==> src/acs_pkg.sv <==
// Package for the audio clock status and control register bank
package acs_pkg;

   // Register offsets on the serial control port
   localparam logic [7:0] ADDR_CLK_STATUS = 8'h00;
   localparam logic [7:0] ADDR_FW_REV     = 8'h01;
   localparam logic [7:0] ADDR_ERR_FLAGS  = 8'h02;
   localparam logic [7:0] ADDR_SYS_CTRL1  = 8'h03;
   localparam logic [7:0] ADDR_SER_FMT    = 8'h04;

   // Identification code, arbitrary neutral value
   localparam logic [7:0] FW_REV_CODE = 8'hA5;

   // Reset values
   localparam logic [7:0] CLK_STATUS_RST = 8'h6C;
   localparam logic [7:0] ERR_FLAGS_RST  = 8'h00;
   localparam logic [7:0] SYS_CTRL1_RST  = 8'h80;
   localparam logic [7:0] SER_FMT_RST    = 8'h05;

   // Field positions
   localparam int RATE_LSB   = 5;
   localparam int RATIO_LSB  = 2;
   localparam int ERR_MCLK   = 7;
   localparam int ERR_PLL    = 6;
   localparam int ERR_SCLK   = 5;
   localparam int ERR_LRCLK  = 4;
   localparam int ERR_SLIP   = 3;
   localparam int ERR_CLIP   = 2;
   localparam int ERR_PROT   = 1;
   localparam int CTL_DCBLK  = 7;
   localparam int CTL_HARD   = 5;
   localparam logic [7:0] ERR_FLAGS_MASK = 8'hFE;
   localparam logic [7:0] SYS_CTRL1_MASK = 8'hA3;
   localparam logic [7:0] SER_FMT_MASK   = 8'h0F;

   // Sample rate codes
   localparam logic [2:0] RATE_32K  = 3'h0;
   localparam logic [2:0] RATE_48K  = 3'h3;
   localparam logic [2:0] RATE_16K  = 3'h4;
   localparam logic [2:0] RATE_24K  = 3'h5;
   localparam logic [2:0] RATE_8K   = 3'h6;
   localparam logic [2:0] RATE_12K  = 3'h7;
   localparam logic [2:0] RATE_NONE = 3'h1;

   // Master clock ratio codes and counts per word clock
   localparam logic [2:0] RATIO_64  = 3'h0;
   localparam logic [2:0] RATIO_128 = 3'h1;
   localparam logic [2:0] RATIO_192 = 3'h2;
   localparam logic [2:0] RATIO_256 = 3'h3;
   localparam logic [2:0] RATIO_384 = 3'h4;
   localparam logic [2:0] RATIO_512 = 3'h5;
   localparam logic [2:0] RATIO_BAD = 3'h6;

   // Timing
   localparam int CLK_HZ      = 50_000_000;
   localparam int CNT_W       = 14;
   localparam logic [CNT_W-1:0] RATIO_TOL = 14'h0002;
   localparam logic [CNT_W-1:0] FS_TOL    = 14'h0004;
   localparam logic [CNT_W-1:0] SLIP_TOL  = 14'h0004;
   // Word clock periods in system clocks, boundaries between rates
   localparam logic [CNT_W-1:0] FS_LIM_48K = 14'(CLK_HZ / 40_000);
   localparam logic [CNT_W-1:0] FS_LIM_32K = 14'(CLK_HZ / 28_000);
   localparam logic [CNT_W-1:0] FS_LIM_24K = 14'(CLK_HZ / 19_000);
   localparam logic [CNT_W-1:0] FS_LIM_16K = 14'(CLK_HZ / 14_000);
   localparam logic [CNT_W-1:0] FS_LIM_12K = 14'(CLK_HZ / 10_000);
   localparam logic [CNT_W-1:0] FS_LIM_8K  = 14'(CLK_HZ / 7_000);
   localparam logic [CNT_W-1:0] FS_MIN_8K  = 14'(CLK_HZ / 6_000);

   // Coefficient number format, signed 3.23
   localparam int COEF_INT_BITS  = 3;
   localparam int COEF_FRAC_BITS = 23;
   typedef logic signed [COEF_INT_BITS+COEF_FRAC_BITS-1:0] acs_coef_t;

   // Serial audio formats
   typedef enum logic [1:0] {
      ACS_JUST_RIGHT = 2'b00,
      ACS_JUST_I2S   = 2'b01,
      ACS_JUST_LEFT  = 2'b10,
      ACS_JUST_NONE  = 2'b11
   } acs_just_e;

   // Register access from the serial control port
   typedef struct packed {
      logic       wr;
      logic       rd;
      logic [7:0] addr;
      logic [7:0] wdata;
   } acs_req_s;

   // Decoded serial format
   typedef struct packed {
      acs_just_e  just;
      logic [4:0] word_len;
      logic       valid;
   } acs_fmt_s;

   // Recovery mute state
   typedef enum logic [1:0] {
      ACS_RUN  = 2'b00,
      ACS_MUTE = 2'b01,
      ACS_RAMP = 2'b10
   } acs_mute_e;

endpackage

==> src/acs_regs.sv <==
// Clock status, sticky error, system control and serial format registers
//
// Function
// - Detect sample rate, report in bits 7:5
// - Report master clock ratio in bits 4:2
// - 64x and 128x only at 44.1/48 kHz
// - 192x only at 32, 44.1, 48 kHz
// - Read-only eight-bit firmware revision code
// - Error flags sticky, cleared only by zero writes
// - Error bit layout: clocks, slip, clip, protection
// - Master clock count change sets error
// - Bit clock count change sets error
// - Word clock frequency change sets error
// - Word clock phase drift sets frame slip
// - Control bit 7 enables dc-blocking filter
// - Control bit 5 picks soft or hard unmute
// - Soft unmute lasts the volume ramp time
// - Control bits 1:0 select de-emphasis curve
// - Format register decodes nine serial modes
// - Reset format is 24-bit I2S
// - Coefficients are signed 3.23 fixed point
`timescale 1ns/1ps
module acs_regs
   import acs_pkg::*;
(
   // Clock and reset
   input  wire logic        clock,
   input  wire logic        rst_n,
   // Serial control port register access
   input  wire acs_req_s    req,
   output logic [7:0]       rdata,
   // Serial audio clock pins
   input  wire logic        mclk_pin,
   input  wire logic        sclk_pin,
   input  wire logic        lrclk_pin,
   // Event sources
   input  wire logic        fault_pin,
   input  wire logic        clip_evt,
   input  wire logic        vol_ramp_done,
   // Control outputs to the audio path
   output logic             dc_block_en,
   output logic [1:0]       deemph_sel,
   output acs_fmt_s         ser_fmt,
   output logic             clk_err_mute,
   output logic             unmute_soft,
   output logic             unmute_start
);

   // Pin synchronisers, one per pin
   localparam int NPIN = 4;
   logic [NPIN-1:0] pin_raw;
   logic [NPIN-1:0] sync1_q;
   logic [NPIN-1:0] sync2_q;
   logic [NPIN-1:0] prev_q;
   logic [NPIN-1:0] rise;

   assign pin_raw = {fault_pin, lrclk_pin, sclk_pin, mclk_pin};

   genvar gi;
   generate
      for (gi = 0; gi < NPIN; gi++) begin : g_sync
         always_ff @(posedge clock or negedge rst_n) begin
            if (!rst_n) begin
               sync1_q[gi] <= 1'b0;
               sync2_q[gi] <= 1'b0;
               prev_q[gi]  <= 1'b0;
            end else begin
               sync1_q[gi] <= pin_raw[gi];
               sync2_q[gi] <= sync1_q[gi];
               prev_q[gi]  <= sync2_q[gi];
            end
         end
         assign rise[gi] = sync2_q[gi] && !prev_q[gi];
      end
   endgenerate

   // Event names
   logic mclk_rise;
   logic sclk_rise;
   logic frame;
   logic fault_lvl;

   assign mclk_rise = rise[0];
   assign sclk_rise = rise[1];
   assign frame     = rise[2];
   assign fault_lvl = sync2_q[3];

   // Per-frame counts of master clocks, bit clocks and system clocks
   logic [CNT_W-1:0] mclk_cnt;
   logic [CNT_W-1:0] sclk_cnt;
   logic [CNT_W-1:0] sys_cnt;
   logic             meas_done;

   acs_clk_meter u_mclk_meter (
      .clock (clock),
      .rst_n (rst_n),
      .tick  (mclk_rise),
      .frame (frame),
      .count (mclk_cnt),
      .done  (meas_done)
   );

   acs_clk_meter u_sclk_meter (
      .clock (clock),
      .rst_n (rst_n),
      .tick  (sclk_rise),
      .frame (frame),
      .count (sclk_cnt),
      .done  ()
   );

   acs_clk_meter u_sys_meter (
      .clock (clock),
      .rst_n (rst_n),
      .tick  (1'b1),
      .frame (frame),
      .count (sys_cnt),
      .done  ()
   );

   // Previous frame counts and a valid marker after two frames
   logic [CNT_W-1:0] mclk_prev_q;
   logic [CNT_W-1:0] sclk_prev_q;
   logic [CNT_W-1:0] sys_prev_q;
   logic [1:0]       frames_q;
   logic             meas_ok;

   assign meas_ok = frames_q[1];

   always_ff @(posedge clock or negedge rst_n) begin
      if (!rst_n) begin
         mclk_prev_q <= '0;
         sclk_prev_q <= '0;
         sys_prev_q  <= '0;
         frames_q    <= 2'h0;
      end else if (meas_done) begin
         mclk_prev_q <= mclk_cnt;
         sclk_prev_q <= sclk_cnt;
         sys_prev_q  <= sys_cnt;
         frames_q    <= {frames_q[0], 1'b1};
      end
   end

   // Absolute differences between frames
   logic [CNT_W-1:0] mclk_diff;
   logic [CNT_W-1:0] sys_diff;
   logic             mclk_chg;
   logic             sclk_chg;
   logic             lrclk_chg;

   assign mclk_diff = (mclk_cnt > mclk_prev_q) ? mclk_cnt - mclk_prev_q : mclk_prev_q - mclk_cnt;
   assign sys_diff  = (sys_cnt > sys_prev_q) ? sys_cnt - sys_prev_q : sys_prev_q - sys_cnt;
   assign mclk_chg  = meas_done && meas_ok && (mclk_diff > RATIO_TOL);
   assign sclk_chg  = meas_done && meas_ok && (sclk_cnt != sclk_prev_q);
   assign lrclk_chg = meas_done && meas_ok && (sys_diff > FS_TOL);

   // Sample rate from the word clock period
   logic [2:0] rate_code;
   assign rate_code = (sys_cnt < FS_LIM_48K) ? RATE_48K :
                      (sys_cnt < FS_LIM_32K) ? RATE_32K :
                      (sys_cnt < FS_LIM_24K) ? RATE_24K :
                      (sys_cnt < FS_LIM_16K) ? RATE_16K :
                      (sys_cnt < FS_LIM_12K) ? RATE_12K :
                      (sys_cnt < FS_LIM_8K)  ? RATE_8K  :
                      (sys_cnt < FS_MIN_8K)  ? RATE_8K  : RATE_NONE;

   // Master clock ratio from clocks per word
   function automatic logic near_cnt(input logic [CNT_W-1:0] val, input logic [CNT_W-1:0] ref_val);
      logic [CNT_W-1:0] lo;
      lo = ref_val - RATIO_TOL;
      near_cnt = (val >= lo) && (val <= ref_val + RATIO_TOL);
   endfunction

   logic [2:0] ratio_code;
   assign ratio_code = near_cnt(mclk_cnt, 14'd64)  ? RATIO_64  :
                       near_cnt(mclk_cnt, 14'd128) ? RATIO_128 :
                       near_cnt(mclk_cnt, 14'd192) ? RATIO_192 :
                       near_cnt(mclk_cnt, 14'd256) ? RATIO_256 :
                       near_cnt(mclk_cnt, 14'd384) ? RATIO_384 :
                       near_cnt(mclk_cnt, 14'd512) ? RATIO_512 : RATIO_BAD;

   // Unsupported or unrecognised clock combinations fail the autolock
   logic combo_bad;
   logic lock_err;

   assign combo_bad = ((ratio_code == RATIO_64 || ratio_code == RATIO_128) && rate_code != RATE_48K)
                   || (ratio_code == RATIO_192 && rate_code != RATE_48K && rate_code != RATE_32K)
                   || ratio_code == RATIO_BAD || rate_code == RATE_NONE;
   assign lock_err  = meas_done && meas_ok && combo_bad;

   // Internal frame sync free-runs on the last period, realigns after a slip
   logic [CNT_W-1:0] fsync_q;
   logic [CNT_W-1:0] slip_lo;
   logic             slip_evt;

   assign slip_lo  = sys_prev_q - SLIP_TOL;
   assign slip_evt = frame && meas_ok && !lrclk_chg
                  && (fsync_q > SLIP_TOL) && (fsync_q < slip_lo);

   always_ff @(posedge clock or negedge rst_n) begin
      if (!rst_n) begin
         fsync_q <= '0;
      end else if (frame && (!meas_ok || slip_evt)) begin
         fsync_q <= 14'h0001;
      end else if (fsync_q + 14'h0001 >= sys_prev_q && meas_ok) begin
         fsync_q <= '0;
      end else begin
         fsync_q <= fsync_q + 14'h0001;
      end
   end

   // Clock status register, refreshed on every good frame
   logic [7:0] clk_status_q;

   always_ff @(posedge clock or negedge rst_n) begin
      if (!rst_n) begin
         clk_status_q <= CLK_STATUS_RST;
      end else if (meas_done && meas_ok && !combo_bad) begin
         clk_status_q <= {rate_code, ratio_code, 2'b00};
      end
   end

   // Write strobes; read-only registers have none
   logic wr_err;
   logic wr_ctl;
   logic wr_fmt;

   assign wr_err = req.wr && (req.addr == ADDR_ERR_FLAGS);
   assign wr_ctl = req.wr && (req.addr == ADDR_SYS_CTRL1);
   assign wr_fmt = req.wr && (req.addr == ADDR_SER_FMT);

   // Hardware error events in register bit order
   logic [7:0] err_set;
   logic [7:0] err_keep;
   logic [7:0] err_flags_q;

   assign err_set  = {mclk_chg, lock_err, sclk_chg, lrclk_chg, slip_evt, clip_evt, fault_lvl, 1'b0};
   assign err_keep = wr_err ? (err_flags_q & req.wdata) : err_flags_q;

   // Sticky flags; set wins over a clearing write
   always_ff @(posedge clock or negedge rst_n) begin
      if (!rst_n) begin
         err_flags_q <= ERR_FLAGS_RST;
      end else begin
         err_flags_q <= (err_keep | err_set) & ERR_FLAGS_MASK;
      end
   end

   // System control and serial format registers
   logic [7:0] sys_ctrl1_q;
   logic [7:0] ser_fmt_q;

   always_ff @(posedge clock or negedge rst_n) begin
      if (!rst_n) begin
         sys_ctrl1_q <= SYS_CTRL1_RST;
         ser_fmt_q   <= SER_FMT_RST;
      end else begin
         if (wr_ctl) begin
            sys_ctrl1_q <= req.wdata & SYS_CTRL1_MASK;
         end
         if (wr_fmt) begin
            ser_fmt_q <= req.wdata & SER_FMT_MASK;
         end
      end
   end

   assign dc_block_en = sys_ctrl1_q[CTL_DCBLK];
   assign deemph_sel  = sys_ctrl1_q[1:0];

   // Serial format decode
   logic [3:0] fmt_code;
   logic [1:0] fmt_len;

   assign fmt_code = ser_fmt_q[3:0];
   assign fmt_len  = (fmt_code > 4'h8) ? 2'h0 : 2'(fmt_code % 4'h3);
   assign ser_fmt.valid    = (fmt_code <= 4'h8);
   assign ser_fmt.just     = (fmt_code <= 4'h2) ? ACS_JUST_RIGHT :
                             (fmt_code <= 4'h5) ? ACS_JUST_I2S   :
                             (fmt_code <= 4'h8) ? ACS_JUST_LEFT  : ACS_JUST_NONE;
   assign ser_fmt.word_len = (fmt_len == 2'h0) ? 5'd16 :
                             (fmt_len == 2'h1) ? 5'd20 : 5'd24;

   // Recovery after a clock error: mute, then soft or hard unmute
   acs_mute_e  mute_q;
   acs_mute_e  mute_d;
   logic       clk_err_evt;

   assign clk_err_evt = mclk_chg | lock_err | sclk_chg | lrclk_chg | slip_evt;

   always_comb begin
      mute_d = mute_q;
      case (mute_q)
         ACS_RUN: begin
            if (clk_err_evt) begin
               mute_d = ACS_MUTE;
            end
         end
         ACS_MUTE: begin
            if (meas_done && meas_ok && !clk_err_evt) begin
               mute_d = sys_ctrl1_q[CTL_HARD] ? ACS_RUN : ACS_RAMP;
            end
         end
         ACS_RAMP: begin
            if (clk_err_evt) begin
               mute_d = ACS_MUTE;
            end else if (vol_ramp_done) begin
               mute_d = ACS_RUN;
            end
         end
         default: begin
            mute_d = ACS_RUN;
         end
      endcase
   end

   always_ff @(posedge clock or negedge rst_n) begin
      if (!rst_n) begin
         mute_q       <= ACS_RUN;
         unmute_start <= 1'b0;
      end else begin
         mute_q       <= mute_d;
         unmute_start <= (mute_q == ACS_MUTE) && (mute_d != ACS_MUTE);
      end
   end

   assign clk_err_mute = (mute_q == ACS_MUTE);
   assign unmute_soft  = (mute_q == ACS_RAMP);

   // Read data select; unmapped addresses read zero
   logic [7:0] rd_sel;
   assign rd_sel = (req.addr == ADDR_CLK_STATUS) ? clk_status_q :
                   (req.addr == ADDR_FW_REV)     ? FW_REV_CODE  :
                   (req.addr == ADDR_ERR_FLAGS)  ? err_flags_q  :
                   (req.addr == ADDR_SYS_CTRL1)  ? sys_ctrl1_q  :
                   (req.addr == ADDR_SER_FMT)    ? ser_fmt_q    : 8'h00;

   always_ff @(posedge clock or negedge rst_n) begin
      if (!rst_n) begin
         rdata <= 8'h00;
      end else if (req.rd) begin
         rdata <= rd_sel;
      end
   end

endmodule

==> src/acs_clk_meter.sv <==
// Counts qualifying events between word clock rising edges
`timescale 1ns/1ps
module acs_clk_meter
   import acs_pkg::*;
(
   // Clock and reset
   input  wire logic             clock,
   input  wire logic             rst_n,
   // Events
   input  wire logic             tick,
   input  wire logic             frame,
   // Result
   output logic [CNT_W-1:0]      count,
   output logic                  done
);

   logic [CNT_W-1:0] run_q;
   logic [CNT_W-1:0] run_d;
   logic             sat;

   // Counter saturates rather than wrapping
   assign sat   = &run_q;
   assign run_d = frame ? CNT_W'(tick) : ((tick && !sat) ? run_q + 14'h0001 : run_q);

   // Running count, latched at each frame
   always_ff @(posedge clock or negedge rst_n) begin
      if (!rst_n) begin
         run_q <= '0;
         count <= '0;
         done  <= 1'b0;
      end else begin
         run_q <= run_d;
         done  <= frame;
         if (frame) begin
            count <= run_q;
         end
      end
   end

endmodule

==> config.mk <==
export PLATFORM = sky130hd
export DESIGN_NAME = acs_regs
export DESIGN_NICKNAME = d
export VERILOG_FILES = /design/src/acs_pkg.sv /design/src/acs_regs.sv /design/src/acs_clk_meter.sv
export SDC_FILE = /design/constraint.sdc
export NUM_CORES = 1
export LEC_CHECK = 0
export ABC_CLOCK_PERIOD_IN_PS = 3500
export BUFFER_PORTS_ARGS = -buffer_cell sky130_fd_sc_hd__buf_2
export CAP_MARGIN = 20
export CORE_UTILIZATION = 30
export DETAILED_ROUTE_END_ITERATION = 12
export SETUP_SLACK_MARGIN = 0.4
export SYNTH_ARGS = -nofsm -noshare
export SYNTH_HDL_FRONTEND = slang
export SYNTH_SLANG_ARGS = --single-unit
==> constraint.sdc <==
create_clock -name clock -period 3.5 [get_ports clock]
set_input_delay 0.525 -clock clock [delete_from_list [all_inputs] [get_ports clock]]
set_output_delay 0.525 -clock clock [all_outputs]
set_load 0.005 [all_outputs]
-- Word level (Yosys, flattened, before mapping)
Index checks and enable logic that the tools add are counted.
- flip-flop bits (word level): 186
- bits of input ports: 26
- output and inout port bits: 22
- logic and storage cells: 187
- add/sub/neg operators: 9
- div/mod/pow operators: 1
- order comparisons: 30
- equality and inequality tests: 15
- multiplexer cells: 41
- bitwise gates (word level): 6
- reductions and logical operators: 55
- operator list (kind ; number):
    $mux 14 ; 10
    $add 14x1->14 const B ; 4
    $sub 14x14->14 ; 4
    $reduce_and 14->1 ; 3
    $mux 8 ; 5
    $mux 3 ; 11
    $logic_and 1x1->1 ; 31
    $ge 14x8->1 const B ; 2
    $ge 14x9->1 const B ; 2
    $gt 14x14->1 ; 2
    $gt 14x3->1 const B ; 2
    $le 14x8->1 const B ; 2
    $le 14x9->1 const B ; 2
    $lt 14x11->1 const B ; 2
    $lt 14x12->1 const B ; 2
    $lt 14x13->1 const B ; 2
    $mux 2 ; 10
    $eq 8x2->1 const B ; 2
    $ge 14x14->1 ; 1
    $ge 14x6->1 const B ; 1
    $ge 14x7->1 const B ; 1
    $gt 14x2->1 const B ; 1
    $le 14x10->1 const B ; 1
    $le 14x7->1 const B ; 1
    32 further kinds ; 53

-- Logic depth before layout (Yosys ltp)
- depth after elaboration: 25
- depth in mapped cells: 16
- mapped depth without buffers: 16

-- Cells and area by module
Synthesis repeated with hierarchy kept, for this count alone.
- cell total of the unflattened synthesis: 1376
- area, all modules: 12697.2 um^2
- modules (own cells, without submodules) (module ; instances ; cells each ; area an instance (um^2) ; seq. area each (um^2)):
    acs_regs ; 1 ; 1016 ; 8602.0 ; 2536.2
    acs_clk_meter ; 3 ; 120 ; 1365.1 ; 725.7

-- Worst setup path after synthesis
Ideal clock, no wire load.
- path kind: reg2reg
- start point: register u_sys_meter.count[9]
- end point: register mute_q[1]
- library setup time: 0.076 ns
- data arrival time: 3.668 ns
- required time: 3.424 ns
- path slack: -0.244 ns
- cell stages (with the launch flop): 16
- path buffers: 3
- period minus slack after synthesis: 3.744 ns
- cells stage by stage: dfrtp_1 inv_1 ha_1 buf_4 nand4_1 or4_1 buf_2 o21a_4 o31ai_2 buf_4 mux2i_1 xor2_1 nand4_1 or4_4 or4_1 o21ai_1
- cells in the longest elaborated chain, start to end: 23
- elaborated cells between the ends (all ways): 44
- classes of those cells: add/sub (2); order compare (9); eq/ne (2); mux (12); bitwise (4); reduce/logical (15)
- ends and longest elaborated chain (item ; RTL line ; source):
    start: declaration ; acs_clk_meter.sv:13 ; output logic [CNT_W-1:0] count,
    start signal: assignment ; acs_clk_meter.sv:35 ; count <= run_q;
    $lt 14x14->1 ; acs_regs.sv:165 ; (sys_cnt < FS_MIN_8K) ? RATE_8K : RATE_NONE;
    $mux 3 ; acs_regs.sv:165 ;
    $mux 3 ; acs_regs.sv:164 ; (sys_cnt < FS_LIM_8K) ? RATE_8K :
    $mux 3 ; acs_regs.sv:163 ; (sys_cnt < FS_LIM_12K) ? RATE_12K :
    $mux 3 ; acs_regs.sv:162 ; (sys_cnt < FS_LIM_16K) ? RATE_16K :
    $mux 3 ; acs_regs.sv:161 ; (sys_cnt < FS_LIM_24K) ? RATE_24K :
    $mux 3 ; acs_regs.sv:160 ; (sys_cnt < FS_LIM_32K) ? RATE_32K :
    $mux 3 ; acs_regs.sv:159 ; assign rate_code = (sys_cnt < FS_LIM_48K) ? RATE_48K :
    [... 6 more ...] ; - ;
    $logic_and 1x1->1 ; acs_regs.sv:189 ; assign lock_err = meas_done && meas_ok && combo_bad;
    $or 1x1->1 (3 in a row) ; acs_regs.sv:288 ; assign clk_err_evt = mclk_chg | lock_err | sclk_chg | lrclk_chg | slip_evt;
    $or 1x1->1 * ; acs_regs.sv:288 ;
    $logic_not 1->1 ; acs_regs.sv:299 ; if (meas_done && meas_ok && !clk_err_evt) begin
    $logic_and 1x1->1 ; acs_regs.sv:299 ;
    $mux 2 ; acs_regs.sv:299 ;
    $pmux 2 s3 * ; acs_regs.sv:292 ; case (mute_q)
    named net mute_d[1] ; acs_regs.sv:285 ; acs_mute_e mute_d;
    end signal: assignment ; acs_regs.sv:321 ; mute_q <= mute_d;
    end: declaration ; acs_regs.sv:284 ; acs_mute_e mute_q;
The timed path passes the listed nets; every way through them passes the cells marked *.
A chain may end at the register's enable or synchronous reset.

-- Worst setup path after layout
- start point: register u_sys_meter.count[6]
- end point: register mute_q[1]
Same word-level chain as after synthesis.

==> results.md <==
* Status: finished with violations
* Failing checks: negative setup slack
* Unrepaired setup endpoints after global routing: true
* Worst-path cell chain: inv_2 > ha_4 > nand4_1 > or4_4 > o21a_4 > o31ai_4 > buf_6 > mux2i_1 > xor2_1 > buf_4 > nand3b_1 > or4_4 > or4_1 > o21ai_1
* Max Freq at 273 MHz
* Async SR Flop Fraction at 1.00
* Htree depth at 4
* Area growth from synthesis to layout at 28.3%
* Fin crit share at 1.05
* Post-CTS Hold Buffers at 0
* Final Net Count at 1797
* Post-synth EDFFs at 0
* I/O pins at 48
* Critical path's most frequent cell: or4_4
* Crit Reg-Reg Startpoint: u_sys_meter.count[6]$_DFFE_PN0P_
* Crit path kind: reg2reg
* Minimum clock period at 3.66 ns
* Mapped Cells at 1458
* Vias per cell at 5.17
* Longest Clk Path Bufs at 2
* Avg Synthesized Cell Area at 8.63 um2
* Worst setup EP type: flip-flop
* Total CTS buffers at 17
* CP endpoint: mute_q[1]$_DFF_PN0_
* DRC Markers at 0
* Clock sink count at 186
* Routed WL at 36300 um
* Fin Clk Skew at 0.0134 ns
* Worst slew margin at 0.375
* Root Buffer: clkbuf_16
* Share of layout cells above drive strength 1 at 0.261
* Slowest-stage cell, CP: or4_4
* Die Area at 0.0428 mm2
* Chip Width at 207 um
* #FFs+latches synth at 186
* Total Routing Usage GR at 0.172
* Standard-cell row count at 74
* Global placement routability congestion at 0.868
* Worst r2r path cells at 14
* Routed Antenna Nets at 0
* HPWL Detailed at 27300 um
* Area of the core at 0.0411 mm2
* Antenna cells at 0
* Synth warn at 0
* Critical path arrival at 4.03 ns
* Clock latency at the later pin of the worst-skew pair at 0.45 ns
* Slew Limit Fails at 0
* Hold Crit Class: in2async
* Final Hold Viols at 0
* Reg-to-reg endpoint: mute_q[1]$_DFF_PN0_
* First-pass GRT wire length at 58500 um
* Share of the synthesized area in the top cell type at 0.356
* Req. time, crit path at 3.87 ns
* CP delay by family, top: simple AND/OR/NAND/NOR gates
* Antenna violations before repair at 1
* Grt ovf at 0
* Fillers at 4146
* Pre-CTS WS at -0.604 ns
* Ys flop type: dfrtp_1
* PwrDens at 629 mW/mm2
* Pre-antenna DRT Iters at 7
* Worst setup path startpoint: u_sys_meter.count[6]$_DFFE_PN0P_
* Setup violators final at 17
* Die height at 207 um
* Reg clk slew, reported paths at 0.07 ns
* Register area share after synthesis at 0.371
* Vias in the first global route at 11200
* Buf/Inv on CP at 3
* Post-synth top area cell: dfrtp_1
* Worst setup SP type: flip-flop
* Worst path max stage delay at 0.59 ns
* CTS tree: done
* Worst-path fanout max at 5
* Synth Cell Area at 0.0126 mm2
* PortBufs at 44
* Vias after detailed routing at 11500
* R2R Setup Slk at -0.16 ns
* CP Depth at 14
* Leakage at 7.57 nW
* Max_cap viols at 0
* Final setup margin at -0.163 ns
* Final hold slack at 0.137 ns
* Initial DRC Count at 620
* Starting density of the core at 0.306
* Top post-synthesis cells by area: dfrtp_1 (36%), ha_1 (9.0%), nand2_1 (5.3%)
* Max IR drop VDD at 0.000360 V
* Slew @ Worst Pin at 0.930 ns
* Wire length per cell at 16.3 um
* Synth cell types at 78
* Placement Cell Area at 0.0148 mm2
* Design Area, Final at 0.0161 mm2
* Largest net degree at the start of global routing at 87
* Top cells by count, synth: dfrtp_1 (179), nand2_1 (179), o21ai_0 (120), nor2_1 (110), ha_1 (91)
[registers in the layout (all words and copies together) (netlist names), 2 cells and up]
register	count
fsync_q	14
mclk_prev_q	14
sclk_prev_q	14
sys_prev_q	14
u_mclk_meter.count	14
u_mclk_meter.run_q	14
u_sclk_meter.count	14
u_sclk_meter.run_q	14
u_sys_meter.count	14
u_sys_meter.run_q	14
rdata	8
err_flags_q	7
clk_status_q	6
ser_fmt_q	4
sync1_q	4
sys_ctrl1_q	4
prev_q	3
sync2_q	3
frames_q	2
mute_q	2
[metal layers]
metal | routed length (um) | part of all wire | global-route usage
met4 | 711 | 0.020 | 0.0412
met1 | 16700 | 0.46 | 0.232
met5 | 0 | 0 | 0
met2 | 17700 | 0.49 | 0.290
met3 | 1130 | 0.031 | 0.0224
[cell usage in the layout, fill, tap and decap left out, types with 8 or more instances in the layout]
master and instances:
buf_4 208, nand2_1 178, dfrtp_1 172, o21ai_0 111, nor2_1 107, a21oi_1 77, inv_1 76, ha_1 74
nand3_1 54, buf_2 43, xnor2_1 41, xor2_1 36, nand4_1 34, a21o_1 33, mux2_2 25, nor3_1 21
and3_1 20, nor2b_1 18, clkbuf_16 17, mux2i_1 16, ha_4 14, o21a_1 13, inv_2 12, a31oi_1 12
or3_1 10, o211ai_1 10, a211o_1 9, nand2b_1 8, nor4_1 8, and2_1 8
[kinds of logic after synthesis]
group / count (synthesis) / synth area share
adder cells (fa/ha/maj): 95 / 0.0968
flip-flops: 186 / 0.371
AND/OR/NAND/NOR: 527 / 0.203
multiplexers: 45 / 0.0389
AO/OA/AOI/OAI: 373 / 0.187
other: 2 / 0.000597
buffers and inverters: 152 / 0.0496
XOR/XNOR: 78 / 0.0543
[power by group]
part           total, mW  internal [mW]  switching (mW)
Combinational       5.68           2.91            2.77
Clock               2.06           1.11           0.951
Sequential          2.42           2.28           0.139
Total               10.2           6.30            3.86
[per-stage QoR]
stage / cells / total power, mW / util / setup TNS [ns]
4_1_cts: 2206 / 9.65 / 0.382 / -0.275
6_report: 2221 / 10.2 / 0.393 / -0.894
3_5_place_dp: 2163 / 7.19 / 0.359 / -3.37
5_1_grt: 2221 / 10.8 / 0.393 / -2.40
2_1_floorplan: 1459 / 5.43 / - / -0.263
3_3_place_gp: 2163 / 7.15 / 0.359 / -2.57
[worst min path at each step]
stage                                   to  slack (ns)  cells past startpoint
3_5_place_dp          sync2_q[2]$_DFF_PN0_        0.33                      0
6_report         sys_prev_q[1]$_DFFE_PN0P_        0.14                      1
3_3_place_gp          sync2_q[1]$_DFF_PN0_        0.34                      0
2_1_floorplan  clk_status_q[4]$_DFFE_PN0P_        0.23                      0
5_1_grt               sync1_q[0]$_DFF_PN0_        0.16                      1
4_1_cts               sync1_q[0]$_DFF_PN0_        0.16                      1
[final cells by class]
type | count | area, um2 | share of cell area
multi-input combinational | 1121 | 7920 | 0.491
sequential | 186 | 4670 | 0.289
timing repair buffer | 260 | 1920 | 0.119
tap | 532 | 666 | 0.0412
clock buffer | 19 | 443 | 0.0274
inverter | 90 | 343 | 0.0212
clock inverter | 13 | 180 | 0.0112
[what timing repair did]
action | 4_1_cts | 5_1_grt
setup buffers | 11 | 15
endpoints found under the setup margin | 25 | 28
resized for setup | 48 | 67
pin swaps | 23 | 35
No activity file was read; power rests on OpenSTA's default activity.
